<file path="config.mk">
export PLATFORM = sky130hd
export DESIGN_NAME = psq_top
export DESIGN_NICKNAME = d
export VERILOG_FILES = /design/src/include/psq_pkg.sv /design/src/verilog/psq_top.sv
export VERILOG_INCLUDE_DIRS = /design/src /design/src/include
export SDC_FILE = /design/constraint.sdc
export NUM_CORES = 1
export LEC_CHECK = 0
export BUFFER_PORTS_ARGS = -buffer_cell sky130_fd_sc_hd__buf_2
export CELL_PAD_IN_SITES_DETAIL_PLACEMENT = 2
export CELL_PAD_IN_SITES_GLOBAL_PLACEMENT = 2
export CORE_MARGIN = 2
export CORE_UTILIZATION = 35
export CTS_CLUSTER_SIZE = 14
export DETAILED_ROUTE_END_ITERATION = 6
export GPL_TIMING_DRIVEN = 0
export MAX_ROUTING_LAYER = met4
export PLACE_DENSITY = 0.87
export SYNTH_ARGS = -nofsm -noshare
export SYNTH_HDL_FRONTEND = slang
export SYNTH_SLANG_ARGS = --single-unit
</file>
<file path="constraint.sdc">
create_clock -name mclk -period 8.7 [get_ports mclk]
set_clock_uncertainty 0.05 [all_clocks]
set_input_delay 1.74 -clock mclk [delete_from_list [all_inputs] [get_ports mclk]]
set_output_delay 1.74 -clock mclk [all_outputs]
set_load 0.005 [all_outputs]
</file>
<file path="src/include/psq_defs.svh">
// constants of the program sequencer: sizes, vectors and register offsets
`ifndef PSQ_DEFS_SVH
`define PSQ_DEFS_SVH

// larger variant: 11-bit counter, 15-bit words; smaller: 10 and 14
`define PSQ_LARGE       1
`define PSQ_PCW         ((`PSQ_LARGE != 0) ? 11 : 10)
`define PSQ_WW          ((`PSQ_LARGE != 0) ? 15 : 14)
`define PSQ_LOW_W       8
`define PSQ_TGT_W       11

`define PSQ_STK_DEPTH   4
`define PSQ_STK_IW      2
`define PSQ_STK_CW      3

`define PSQ_RESET_VEC   11'h000
`define PSQ_IRQ_VEC     11'h004

`define PSQ_REG_AW      4
`define PSQ_REG_PC_LOW  4'h0
`define PSQ_REG_TAB_HI  4'h1
`define PSQ_TAB_HI_RST  8'h00

`endif

</file>
<file path="src/include/psq_pkg.sv">
// types of the program sequencer
`include "psq_defs.svh"
package psq_pkg;

   typedef enum logic [2:0] {
      PSQ_OP_SEQ        = 3'h0,
      PSQ_OP_JUMP       = 3'h1,
      PSQ_OP_CALL       = 3'h2,
      PSQ_OP_RETURN_SUB = 3'h3,
      PSQ_OP_RETURN_INT = 3'h4,
      PSQ_OP_TABLE_CUR  = 3'h5,
      PSQ_OP_TABLE_LAST = 3'h6,
      PSQ_OP_ALU        = 3'h7
   } psq_op_t;

   typedef enum logic [3:0] {
      PSQ_ALU_ADD  = 4'h0,
      PSQ_ALU_ADC  = 4'h1,
      PSQ_ALU_SUB  = 4'h2,
      PSQ_ALU_SBC  = 4'h3,
      PSQ_ALU_DAA  = 4'h4,
      PSQ_ALU_AND  = 4'h5,
      PSQ_ALU_OR   = 4'h6,
      PSQ_ALU_XOR  = 4'h7,
      PSQ_ALU_CPL  = 4'h8,
      PSQ_ALU_RR   = 4'h9,
      PSQ_ALU_RRC  = 4'hA,
      PSQ_ALU_RL   = 4'hB,
      PSQ_ALU_RLC  = 4'hC,
      PSQ_ALU_INC  = 4'hD,
      PSQ_ALU_DEC  = 4'hE,
      PSQ_ALU_PASS = 4'hF
   } psq_alu_op_t;

   typedef enum logic [1:0] {
      PSQ_SKIP_NONE  = 2'h0,
      PSQ_SKIP_ZERO  = 2'h1,
      PSQ_SKIP_NZERO = 2'h2
   } psq_skip_t;

   typedef struct packed {
      psq_op_t                op;
      psq_alu_op_t            alu;
      psq_skip_t              skip;
      logic [`PSQ_TGT_W-1:0]  target;
      logic [7:0]             tbl_ptr;
      logic [7:0]             a;
      logic [7:0]             b;
      logic                   cin;
      logic                   acin;
   } psq_cmd_t;

   typedef struct packed {
      logic dummy;
      logic hold;
      logic irq_ack;
   } psq_seq_t;

   typedef struct packed {
      logic       valid;
      logic [7:0] data;
      logic       c;
      logic       ac;
      logic       z;
      logic       ov;
   } psq_alu_res_t;

   typedef struct packed {
      logic       valid;
      logic [7:0] data;
   } psq_tbl_t;

endpackage

</file>
<file path="src/verilog/psq_top.sv">
// program sequencer: counter, return stack, alu and table reads
//
// Local design decisions: strobed register access and the address map.
`timescale 1ns/1ps
`default_nettype none
`include "psq_defs.svh"

// How it works
// - counter steps by one per executed instruction unless control moves elsewhere
// - only the low counter byte is a software register, read and write
// - jump, call, interrupt and reset load the counter with a target
// - a taken skip discards the prefetched word with one dummy cycle
// - high part is two bits on the small variant, three on the large
// - writing the low byte jumps within the current 256-word page
// - a low-byte write jump inserts one dummy cycle
// - stack and its pointer are hidden from software
// - call and interrupt acknowledge push the counter
// - both returns pop the stack into the counter
// - reset leaves the stack empty
// - interrupt waits while stack is full, taken after a return frees a level
// - a call on a full stack proceeds and loses the oldest entry
// - alu writes its result and updates carry and the other flags
// - alu covers arithmetic, logic, rotates, inc, dec and skip decisions
// - program memory is 1K by 14 or 2K by 15, addressed by the counter
// - after reset execution starts at the reset vector
// - table read gives low byte to a data register, high part to table high
// - table high bits without a word bit read as zero
// - current-page table read takes the page from the counter
// - last-page table read takes the last page of memory
// - a table read takes two instruction cycles
module psq_top (
   input  wire logic                    mclk,
   input  wire logic                    rstn,
   input  wire psq_pkg::psq_cmd_t       cmd,
   input  wire logic                    irq_req,
   input  wire logic [`PSQ_WW-1:0]      pm_rdata,
   input  wire logic [`PSQ_REG_AW-1:0]  reg_addr,
   input  wire logic [7:0]              reg_wdata,
   input  wire logic                    reg_wr,
   input  wire logic                    reg_rd,
   output logic [`PSQ_PCW-1:0]          pm_addr_q,
   output logic [7:0]                   reg_rdata_q,
   output psq_pkg::psq_seq_t            seq_q,
   output psq_pkg::psq_alu_res_t        alu_q,
   output psq_pkg::psq_tbl_t            tbl_q
);

   localparam int PCW = `PSQ_PCW;
   localparam int WW  = `PSQ_WW;
   localparam int DEP = `PSQ_STK_DEPTH;
   localparam int LW  = `PSQ_LOW_W;

   logic [PCW-1:0]            pc_q;
   logic [PCW-1:0]            pc_d;
   logic [PCW-1:0]            tgt;
   logic [PCW-1:0]            tbl_addr;
   logic [PCW-1:0]            stk_q [DEP];
   logic [`PSQ_STK_IW-1:0]    top_q;
   logic [`PSQ_STK_CW-1:0]    cnt_q;
   logic [7:0]                table_high_byte_q;
   logic                      irq_pend_q;
   logic                      live;
   logic                      full;
   logic                      redir;
   logic                      push;
   logic                      pop;
   logic                      tbl_go;
   logic                      take;
   logic                      skip_hit;
   logic                      pcl_wr;
   logic [7:0]                bb;
   logic                      ci;
   logic [8:0]                sum;
   logic [4:0]                nib;
   logic [7:0]                res;
   logic                      cy;
   logic                      hc;
   logic                      ov;
   logic                      zr;

   // a dummy or hold slot carries no instruction, so the command is ignored
   assign live   = !seq_q.dummy && !seq_q.hold;
   assign full   = cnt_q == `PSQ_STK_CW'(DEP);
   assign pcl_wr = reg_wr && reg_addr == `PSQ_REG_PC_LOW;

   // alu
   always_comb begin
      bb  = (cmd.alu == psq_pkg::PSQ_ALU_SUB || cmd.alu == psq_pkg::PSQ_ALU_SBC)
            ? ~cmd.b : cmd.b;
      ci  = (cmd.alu == psq_pkg::PSQ_ALU_ADD) ? 1'b0 :
            (cmd.alu == psq_pkg::PSQ_ALU_SUB) ? 1'b1 : cmd.cin;
      sum = {1'b0, cmd.a} + {1'b0, bb} + {8'h00, ci};
      nib = {1'b0, cmd.a[3:0]} + {1'b0, bb[3:0]} + {4'h0, ci};
      res = cmd.a;
      cy  = cmd.cin;
      hc  = cmd.acin;
      ov  = 1'b0;
      case (cmd.alu)
         psq_pkg::PSQ_ALU_ADD, psq_pkg::PSQ_ALU_ADC,
         psq_pkg::PSQ_ALU_SUB, psq_pkg::PSQ_ALU_SBC: begin
            // subtract keeps carry high when no borrow occurs
            res = sum[7:0];
            cy  = sum[8];
            hc  = nib[4];
            ov  = (cmd.a[7] == bb[7]) && (sum[7] != cmd.a[7]);
         end
         psq_pkg::PSQ_ALU_DAA: begin
            sum = {1'b0, cmd.a};
            if (cmd.a[3:0] > 4'h9 || cmd.acin) begin
               sum = sum + 9'h006;
            end
            if (sum[7:4] > 4'h9 || sum[8] || cmd.cin) begin
               sum = sum + 9'h060;
            end
            res = sum[7:0];
            cy  = sum[8] || cmd.cin;
         end
         psq_pkg::PSQ_ALU_AND:  res = cmd.a & cmd.b;
         psq_pkg::PSQ_ALU_OR:   res = cmd.a | cmd.b;
         psq_pkg::PSQ_ALU_XOR:  res = cmd.a ^ cmd.b;
         psq_pkg::PSQ_ALU_CPL:  res = ~cmd.a;
         psq_pkg::PSQ_ALU_RR:   res = {cmd.a[0], cmd.a[7:1]};
         psq_pkg::PSQ_ALU_RL:   res = {cmd.a[6:0], cmd.a[7]};
         psq_pkg::PSQ_ALU_RRC: begin
            res = {cmd.cin, cmd.a[7:1]};
            cy  = cmd.a[0];
         end
         psq_pkg::PSQ_ALU_RLC: begin
            res = {cmd.a[6:0], cmd.cin};
            cy  = cmd.a[7];
         end
         psq_pkg::PSQ_ALU_INC:  res = cmd.a + 8'h01;
         psq_pkg::PSQ_ALU_DEC:  res = cmd.a - 8'h01;
         default:               res = cmd.a;
      endcase
   end

   assign zr       = res == 8'h00;
   assign skip_hit = (cmd.skip == psq_pkg::PSQ_SKIP_ZERO && zr) ||
                     (cmd.skip == psq_pkg::PSQ_SKIP_NZERO && !zr);

   // page part from the counter, or all ones for the last page
   always_comb begin
      if (cmd.op == psq_pkg::PSQ_OP_TABLE_LAST) begin
         tbl_addr = {{(PCW-LW){1'b1}}, cmd.tbl_ptr};
      end else begin
         tbl_addr = {pc_q[PCW-1:LW], cmd.tbl_ptr};
      end
   end

   // next fetch decision
   always_comb begin
      redir  = 1'b0;
      push   = 1'b0;
      pop    = 1'b0;
      tbl_go = 1'b0;
      take   = 1'b0;
      tgt    = pc_q;
      if (live) begin
         case (cmd.op)
            psq_pkg::PSQ_OP_JUMP: begin
               redir = 1'b1;
               tgt   = cmd.target[PCW-1:0];
            end
            psq_pkg::PSQ_OP_CALL: begin
               redir = 1'b1;
               push  = 1'b1;
               tgt   = cmd.target[PCW-1:0];
            end
            psq_pkg::PSQ_OP_RETURN_SUB, psq_pkg::PSQ_OP_RETURN_INT: begin
               redir = 1'b1;
               pop   = 1'b1;
               tgt   = stk_q[top_q - 2'h1];
            end
            psq_pkg::PSQ_OP_TABLE_CUR, psq_pkg::PSQ_OP_TABLE_LAST: begin
               tbl_go = 1'b1;
            end
            psq_pkg::PSQ_OP_ALU: begin
               // the word already fetched is skipped over
               if (skip_hit) begin
                  redir = 1'b1;
                  tgt   = PCW'(pc_q + 1'b1);
               end
            end
            default: redir = 1'b0;
         endcase
      end
      // a low-byte write keeps the page; an instruction jump has priority
      if (pcl_wr && !redir && !tbl_go) begin
         redir = 1'b1;
         tgt   = {pc_q[PCW-1:LW], reg_wdata};
      end
      // a full stack holds the request back until a return frees a level
      if (irq_pend_q && !full && live && !redir && !tbl_go) begin
         take  = 1'b1;
         redir = 1'b1;
         push  = 1'b1;
         tgt   = `PSQ_IRQ_VEC;
      end
   end

   always_comb begin
      if (redir) begin
         pc_d = tgt;
      end else if (seq_q.hold) begin
         pc_d = pc_q;
      end else begin
         pc_d = PCW'(pc_q + 1'b1);
      end
   end

   // counter and fetch address
   always_ff @(posedge mclk) begin
      if (!rstn) begin
         pc_q      <= `PSQ_RESET_VEC;
         pm_addr_q <= `PSQ_RESET_VEC;
      end else begin
         pc_q      <= pc_d;
         pm_addr_q <= tbl_go ? tbl_addr : pc_d;
      end
   end

   // return stack: a ring, so overflow overwrites the oldest level
   always_ff @(posedge mclk) begin
      if (!rstn) begin
         top_q <= 2'h0;
         cnt_q <= 3'h0;
      end else if (push) begin
         top_q <= top_q + 2'h1;
         cnt_q <= full ? cnt_q : cnt_q + 3'h1;
      end else if (pop) begin
         top_q <= top_q - 2'h1;
         cnt_q <= (cnt_q == 3'h0) ? 3'h0 : cnt_q - 3'h1;
      end
   end

   // entries hold addresses only and never reach the register port
   always_ff @(posedge mclk) begin
      if (push) begin
         stk_q[top_q] <= pc_q;
      end
   end

   // sequencing status; reset counts as a dummy slot
   always_ff @(posedge mclk) begin
      if (!rstn) begin
         seq_q      <= '{dummy: 1'b1, hold: 1'b0, irq_ack: 1'b0};
         irq_pend_q <= 1'b0;
      end else begin
         seq_q.dummy   <= redir;
         seq_q.hold    <= tbl_go;
         seq_q.irq_ack <= take;
         irq_pend_q    <= irq_req || (irq_pend_q && !take);
      end
   end

   // alu result
   always_ff @(posedge mclk) begin
      if (!rstn) begin
         alu_q <= '0;
      end else begin
         alu_q.valid <= live && cmd.op == psq_pkg::PSQ_OP_ALU;
         alu_q.data  <= res;
         alu_q.c     <= cy;
         alu_q.ac    <= hc;
         alu_q.z     <= zr;
         alu_q.ov    <= ov;
      end
   end

   // table data; it cannot be saved and restored, so handlers must not share it
   always_ff @(posedge mclk) begin
      if (!rstn) begin
         tbl_q  <= '0;
         table_high_byte_q <= `PSQ_TAB_HI_RST;
      end else begin
         tbl_q.valid <= seq_q.hold;
         tbl_q.data  <= pm_rdata[7:0];
         if (seq_q.hold) begin
            table_high_byte_q <= {{(16-WW){1'b0}}, pm_rdata[WW-1:LW]};
         end
      end
   end

   // register read port
   always_ff @(posedge mclk) begin
      if (!rstn) begin
         reg_rdata_q <= 8'h00;
      end else if (reg_rd && reg_addr == `PSQ_REG_PC_LOW) begin
         reg_rdata_q <= pc_q[LW-1:0];
      end else if (reg_rd && reg_addr == `PSQ_REG_TAB_HI) begin
         reg_rdata_q <= table_high_byte_q;
      end else begin
         reg_rdata_q <= 8'h00;
      end
   end

   logic seq_ok;
   assign seq_ok = live && cmd.op == psq_pkg::PSQ_OP_SEQ && !reg_wr && !irq_pend_q;
endmodule // psq_top
`default_nettype wire

</file>
=== Yosys cells after proc, flatten, opt, wreduce, memory -nomap -nowiden ===
Memories as Yosys holds them, arrays and structs flattened.
Cells that the tools add are included.

* Logic and storage cells: 151
* Output and inout bits: 44
* Memories: 1
* Register bits after elaboration: 68
* Bits in writable memories: 44

* Multiplexer cells: 42
* Reductions and logical operators: 42
* Add/subtract/negate cells: 13
* Bitwise gates (word level): 5
* Eq/ne operators: 28
* $lt $le $gt $ge: 2

{| class="wikitable"
|+ Memory list
! memory !! depth !! bits a word !! rd ports !! clocked after Yosys merged registers in !! write ports !! line !! source
|-
| stk_q || 4 || 11 || 1 || 0 || 1 || psq_top.sv:57 || <nowiki>logic [PCW-1:0] stk_q [DEP];</nowiki>
|}

{| class="wikitable"
|+ Operators with widths
! operator !! number
|-
| one-hot mux 8 bit (12 select lines) || 1
|-
| 2-to-1 mux 11 bit || 8
|-
| 2-to-1 mux 9 bit || 4
|-
| one-hot mux 11 bit (3 select lines) || 1
|-
| == test 4 bit, second input constant || 7
|-
| 2-to-1 mux 1 bit || 17
|-
| == test 4 x 3 -> 1 bit, second input constant || 4
|-
| 2-to-1 mux 8 bit || 2
|-
| inverter 8 bit || 2
|-
| == test 3 bit, second input constant || 5
|-
| logical AND 1 bit || 15
|-
| 2-to-1 mux 3 bit || 4
|-
| adder 11 x 1 -> 11 bit, second input constant || 1
|-
| adder 8 x 3 -> 9 bit, second input constant || 1
|-
| adder 8 x 8 -> 9 bit || 1
|-
| adder 9 x 1 -> 9 bit || 1
|-
| adder 9 x 7 -> 9 bit, second input constant || 1
|-
| adder 8 x 1 -> 8 bit, second input constant || 1
|-
| bitwise AND 8 bit || 1
|-
| == test 4 x 1 -> 1 bit, second input constant || 2
|-
| == test 4 x 2 -> 1 bit, second input constant || 2
|-
| > comparator 4 bit, second input constant || 2
|-
| logical NOT 1 bit || 8
|-
| logical NOT 4 bit || 2
|-
| other kinds (27) || 39
|}

=== Logic depth before layout (Yosys ltp) ===
* Word-level depth: 28
* Gate-level depth with buffers: 23

=== Worst setup path before layout ===
Ideal clock, no wire load.

* Path type: input-to-reg
* Start: input port cmd[41] (netlist name)
* End: register pm_addr_q[8]
* Library setup time: 0.122 ns
* Path slack: 1.693 ns
* Required time: 8.528 ns
* Buffers on the path: 4
* Data arrival time: 6.835 ns
* Cell stages on the path: 22
* Cells stage by stage: buf_2 -> buf_2 -> or2_2 -> buf_2 -> nor2_1 -> xnor2_1 -> fa_1 -> inv_1 -> fa_1 -> xnor2_1 -> a32oi_1 -> o21ai_1 -> o41ai_1 -> a21oi_1 -> or4_4 -> or4_1 -> clkbuf_1 -> mux2_1 -> a221o_1 -> a31oi_1 -> nor4b_1 -> o32a_1

* Word-level cells in the longest chain between the ends: 23
* Elaborated cells on any way between the ends: 46
* Those cells by class: 2 x add/sub; 14 x eq/ne; 16 x mux; 14 x reduce/logical

{| class="wikitable"
|+ Ends and longest elaborated chain
! item !! line !! source
|-
| start, declared || psq_top.sv:34 || <nowiki>input wire psq_pkg::psq_cmd_t cmd,</nowiki>
|-
| == test 4 x 2 -> 1 bit (on tied branches) || psq_top.sv:88, psq_top.sv:91, psq_top.sv:98 ||
|-
| logical OR 1 bit || psq_top.sv:88 || <nowiki>bb = (cmd.alu == psq_pkg::PSQ_ALU_SUB || cmd.alu == psq_pkg::PSQ_ALU_SBC)</nowiki>
|-
| 2-to-1 mux 8 bit || psq_top.sv:89 || <nowiki>? ~cmd.b : cmd.b;</nowiki>
|-
| adder 8 x 8 -> 9 bit || psq_top.sv:92 || <nowiki>sum = {1'b0, cmd.a} + {1'b0, bb} + {8'h00, ci};</nowiki>
|-
| adder 9 x 1 -> 9 bit || psq_top.sv:92 ||
|-
| one-hot mux 8 bit (12 select lines) (*) || psq_top.sv:98 || <nowiki>case (cmd.alu)</nowiki>
|-
| logical NOT 8 bit (*) || psq_top.sv:138 || <nowiki>assign zr = res == 8'h00;</nowiki>
|-
| logical NOT 1 bit || psq_top.sv:140 || <nowiki>(cmd.skip == psq_pkg::PSQ_SKIP_NZERO && !zr);</nowiki>
|-
| [... 5 more ...] || -- ||
|-
| logical NOT 1 bit || psq_top.sv:189 || <nowiki>if (pcl_wr && !redir && !tbl_go) begin</nowiki>
|-
| logical AND 1 bit (2 in a row) || psq_top.sv:189 ||
|-
| 2-to-1 mux 1 bit || psq_top.sv:189 ||
|-
| logical NOT 1 bit || psq_top.sv:194 || <nowiki>if (irq_pend_q && !full && live && !redir && !tbl_go) begin</nowiki>
|-
| logical AND 1 bit (2 in a row) || psq_top.sv:194 ||
|-
| 2-to-1 mux 11 bit or 2-to-1 mux 1 bit (tied branches) || psq_top.sv:194 ||
|-
| 2-to-1 mux 11 bit (*) || psq_top.sv:203 || <nowiki>if (redir) begin</nowiki>
|-
| 2-to-1 mux 11 bit (*) || psq_top.sv:219 || <nowiki>pm_addr_q <= tbl_go ? tbl_addr : pc_d;</nowiki>
|-
| end signal, assigned || psq_top.sv:216 || <nowiki>pm_addr_q <= `PSQ_RESET_VEC;</nowiki>
|-
| end signal, assigned || psq_top.sv:219 ||
|-
| end, declared || psq_top.sv:41 || <nowiki>output logic [`PSQ_PCW-1:0] pm_addr_q,</nowiki>
|}

Mark *: on every way between the ends. The rest lies on a longest branch, timed or not.
A chain may end at the register's enable or synchronous reset.

=== Worst setup path in the final report ===
* Start: input port cmd[40] (netlist name)
* End: memory stk_q[2][5] (netlist name), enable pin

* Word-level cells in the longest chain between the ends: 23
* Elaborated cells on any way between the ends: 41
* Those cells by class: 2 x add/sub; 14 x eq/ne; 11 x mux; 14 x reduce/logical

{| class="wikitable"
|+ Ends and longest elaborated chain
! item !! line !! source
|-
| == test 4 x 2 -> 1 bit (on tied branches) || psq_top.sv:88, psq_top.sv:91, psq_top.sv:98 ||
|-
| logical OR 1 bit || psq_top.sv:88 ||
|-
| 2-to-1 mux 8 bit || psq_top.sv:89 ||
|-
| adder 8 x 8 -> 9 bit || psq_top.sv:92 ||
|-
| adder 9 x 1 -> 9 bit || psq_top.sv:92 ||
|-
| one-hot mux 8 bit (12 select lines) (*) || psq_top.sv:98 ||
|-
| logical NOT 8 bit (*) || psq_top.sv:138 ||
|-
| logical NOT 1 bit || psq_top.sv:140 ||
|-
| [... 5 more ...] || -- ||
|-
| logical NOT 1 bit || psq_top.sv:189 ||
|-
| logical AND 1 bit (2 in a row) || psq_top.sv:189 ||
|-
| 2-to-1 mux 1 bit (*) || psq_top.sv:189 ||
|-
| logical NOT 1 bit (*) || psq_top.sv:194 ||
|-
| logical AND 1 bit (*) (2 in a row) || psq_top.sv:194 ||
|-
| 2-to-1 mux 1 bit (*) || psq_top.sv:194 ||
|-
| 2-to-1 mux 1 bit (*) || psq_top.sv:239 || <nowiki>if (push) begin</nowiki>
|-
| 2-to-1 mux 1 bit (implied by the code) (*) || psq_top.sv:240 || <nowiki>stk_q[top_q] <= pc_q;</nowiki>
|-
| end, declared || psq_top.sv:57 ||
|}

Marks and branches as above.

==> run metrics <==
Setup CP Type=in2reg; die area=22800 um^2; # fillers=2412; I/O Pins=122; CP startpoint kind=input port; Total Power=0.00140 W; post-synthesis sequential area ratio=0.355; Buf+Inv Stages, Crit Path=8; Clock Latency Late Sink=0.37 ns; Post-route DRC=0; async set-reset flop share out of synthesis=0; Pleak=3.44 nW; grt total ovfl=0; H-tree Lvls=3; vias in the first global route=8044; Initial Util=0.358; Slowest cell on crit path=and2_1; R2R Path End=pm_addr_q[1]; RSZ-0062 raised after global routing=false; post-detailed-routing wire length=30300 um; first-pass GRT wire length=47400 um; Post-Syn Area=7550 um^2; critical path fanouts, max=11; VDD IR max=0.0000992 V; IO buf count=119; Crit. End Element=register; TritonRoute pass-1 iters=5; HPWL after detailed placement=22700 um; commonest cells after routing, fill and taps aside=buf_2, nor2_1, dfxtp_1; Cells on Worst Hold Path=2; Vias=7432; Post-synth EDFFs=44; hold-fix buffers at CTS=0; final cycle utilization of the critical path=0.928; CP max stage delay=0.57 ns; Hold Crit Class=reg2reg; CP Cell Sequence=buf_2 -> buf_6 -> buf_2 -> buf_2 -> buf_2 -> inv_1 -> nor2_4 -> xnor2_1 -> fa_1 -> inv_1 -> fa_1 -> xnor2_1 -> a32oi_1 -> o21ai_1 -> o41ai_1 -> a21oi_1 -> or4_4 -> nor4_4 -> mux2i_1 -> o21ai_1 -> buf_2 -> and2_1; CP delay by family, top=simple AND/OR/NAND/NOR gates; Hold EP=reg_rdata_q[0]; ANT nets after route=0; most common flop cell mapped by yosys=dfxtp_1; worst reg2reg startpoint=top_q[0]; WL/cell=24.6 um; most common cell after layout, fill and taps aside=buf_2; Final Hold Fails=0; Worst Slack Setup Final=0.623 ns; standard-cell rows=53; core box area=21100 um^2; Worst R2R Path Depth=13; cts bufs inserted=9; CTS max path bufs=2; layout cells sized above 1=0.209; Mean Syn Cell Area=9.18 um^2; largest net degree at the start of global routing=22; Gate Count Post-Synth=822; worst slack, placed=-0.269 ns; Root Driver=clkbuf_16; Tmin final=8.08 ns; Worst EP arrival=8.03 ns; HP Start=table_high_byte_q[0]; Data required, critical path=8.65 ns; Max-slew headroom=0.272; starting DRC count in detailed routing=522; initial antenna violation count=2; die height=151 um; Die W=151 um; postcts setup bufs=0; syn nets=944; TritonCTS clock tree=built; Power Dens Cells=159 nW/um^2; Via density=6.02; highest clock rate=0.124 GHz; worst hold slack=0.456 ns; Nets=1074; Slew Viols, Final=0; flops & latches, synth=112; Synth Warn #=0; flop2flop setup slack=4.04 ns; cell mode on critical path=buf_2; Clock transition at path regs=0.09 ns; Synth cell types=81; Final Setup Violations=0; routability cong.=0.910; clock sinks=112; outcome=complete, no violations; area delta synth->final=16.6%; worst-margin pin slew=1.08 ns; max_cap viols=0; GRT Total Usage=0.281
-- per-layer routing --
metal / vias to the layer above / part of all wire / track usage
met4: 0 / 0.028 / 0.101
met3: 69 / 0.053 / 0.0446
met5: - / 0 / -
met2: 286 / 0.49 / 0.464
met1: 3759 / 0.43 / 0.348
li1: 3318 / - / -
-- what timing repair did --
action / 4_1_cts / 5_1_grt
endpoints found under the hold margin: 0 / 0
resized for setup: 0 / 2
setup endpoints to repair: 0 / 53
-- worst max-delay path by stage --
stage / slack (ns) / cells after the start / from / endpoint
final: 0.62 / 22 / cmd[40] / stk_q[2][5]
after global routing: 0.21 / 22 / cmd[40] / stk_q[2][5]
after CTS: 0.13 / 22 / cmd[40] / stk_q[3][2]
after detailed placement: -0.27 / 22 / cmd[40] / stk_q[3][3]
after global placement: 0.1 / 22 / cmd[40] / stk_q[2][1]
after floorplan: 1.69 / 22 / cmd[41] / pm_addr_q[8]
-- per-stage QoR --
stage | instances | setup TNS, ns | utilization | cell area (um^2)
CTS | 1232 | 0 | 0.417 | 8780
global route | 1234 | 0 | 0.417 | 8800
detailed placement | 1216 | -10.56 | 0.402 | 8490
finish | 1234 | 0 | 0.417 | 8800
global placement | 1216 | 0 | 0.402 | 8490
floorplan | 822 | 0 | - | 7550
-- worst min-delay path, delay by kind of cell (launching register included) --
kind,cells,cell delay (ns)
AND/OR/NAND/NOR,1,0.07
flip-flops,1,0.34
multiplexers,1,0.07
-- final cells by class --
cell class	instances	area [um^2]	area share
Antenna cell	2	5.00	0.000569
Buffer	55	254	0.0289
Clock buffer	9	225	0.0256
Clock inverter	7	73.8	0.00839
Inverter	36	135	0.0154
Multi-Input combinational cell	619	4480	0.509
Sequential cell	112	2680	0.305
Tap cell	275	344	0.0391
Timing Repair Buffer	119	596	0.0677
-- power breakdown --
group / leakage [nW] / internal (W) / switching (W)
Combinational: 2.33 / 0.000143 / 0.000224
Sequential: 0.966 / 0.000573 / 0.0000260
Clock: 0.144 / 0.000205 / 0.000226
-- kinds of logic after synthesis --
kind of cell	count (synthesis)	share of synthesized area
and+or+nand+nor	271	0.190
AOI/OAI and AO/OA	219	0.198
DFF	112	0.355
buffers and inverters	91	0.0516
muxes	50	0.0877
adders and majority gates	44	0.0759
xor gates and xnor gates	35	0.0416
-- Yosys cell counts, types with 4 or more instances --
cell type / count / area [um^2]
nor4_1: 10 / 62.6
dfxtp_1: 68 / 1360
nor3b_1: 8 / 60.1
nor4b_1: 7 / 61.3
a21o_1: 9 / 67.6
o22ai_1: 10 / 62.6
o211ai_1: 9 / 67.6
and3_1: 9 / 56.3
or2_2: 7 / 43.8
edfxtp_1: 44 / 1320
xor2_1: 4 / 35.0
a22oi_1: 12 / 90.1
o221ai_1: 4 / 35.0
a211oi_1: 16 / 120
buf_1: 4 / 15.0
and2_1: 21 / 131
clkbuf_1: 28 / 105
o31a_1: 4 / 35.0
nand3_1: 22 / 110
nor2_1: 72 / 270
xnor2_1: 30 / 263
o21ai_0: 36 / 180
a21oi_1: 44 / 220
nand2b_1: 17 / 106
nand2_1: 42 / 158
inv_1: 32 / 120
mux4_2: 11 / 248
o21ai_1: 7 / 35.0
mux2_2: 14 / 158
buf_2: 20 / 100
a221oi_1: 4 / 35.0
mux2i_1: 23 / 230
nor3_1: 23 / 115
o21a_1: 5 / 37.5
a31oi_1: 11 / 68.8
ha_1: 41 / 513
o22a_1: 7 / 61.3
nor2b_1: 12 / 75.1
o32ai_1: 5 / 43.8
-- sequential cells by signal (all words and copies together) (netlist names) --
| signal | flops |
|---|---|
| stk_q | 44 |
| alu_q | 13 |
| reg_rdata_q | 8 |
| top_q | 2 |
| cnt_q | 3 |
| pm_addr_q | 11 |
| seq_q | 3 |
| tbl_q | 9 |
| irq_pend_q | 1 |
| table_high_byte_q | 7 |
| pc_q | 11 |
No activity file was read; power rests on OpenSTA's default activity.
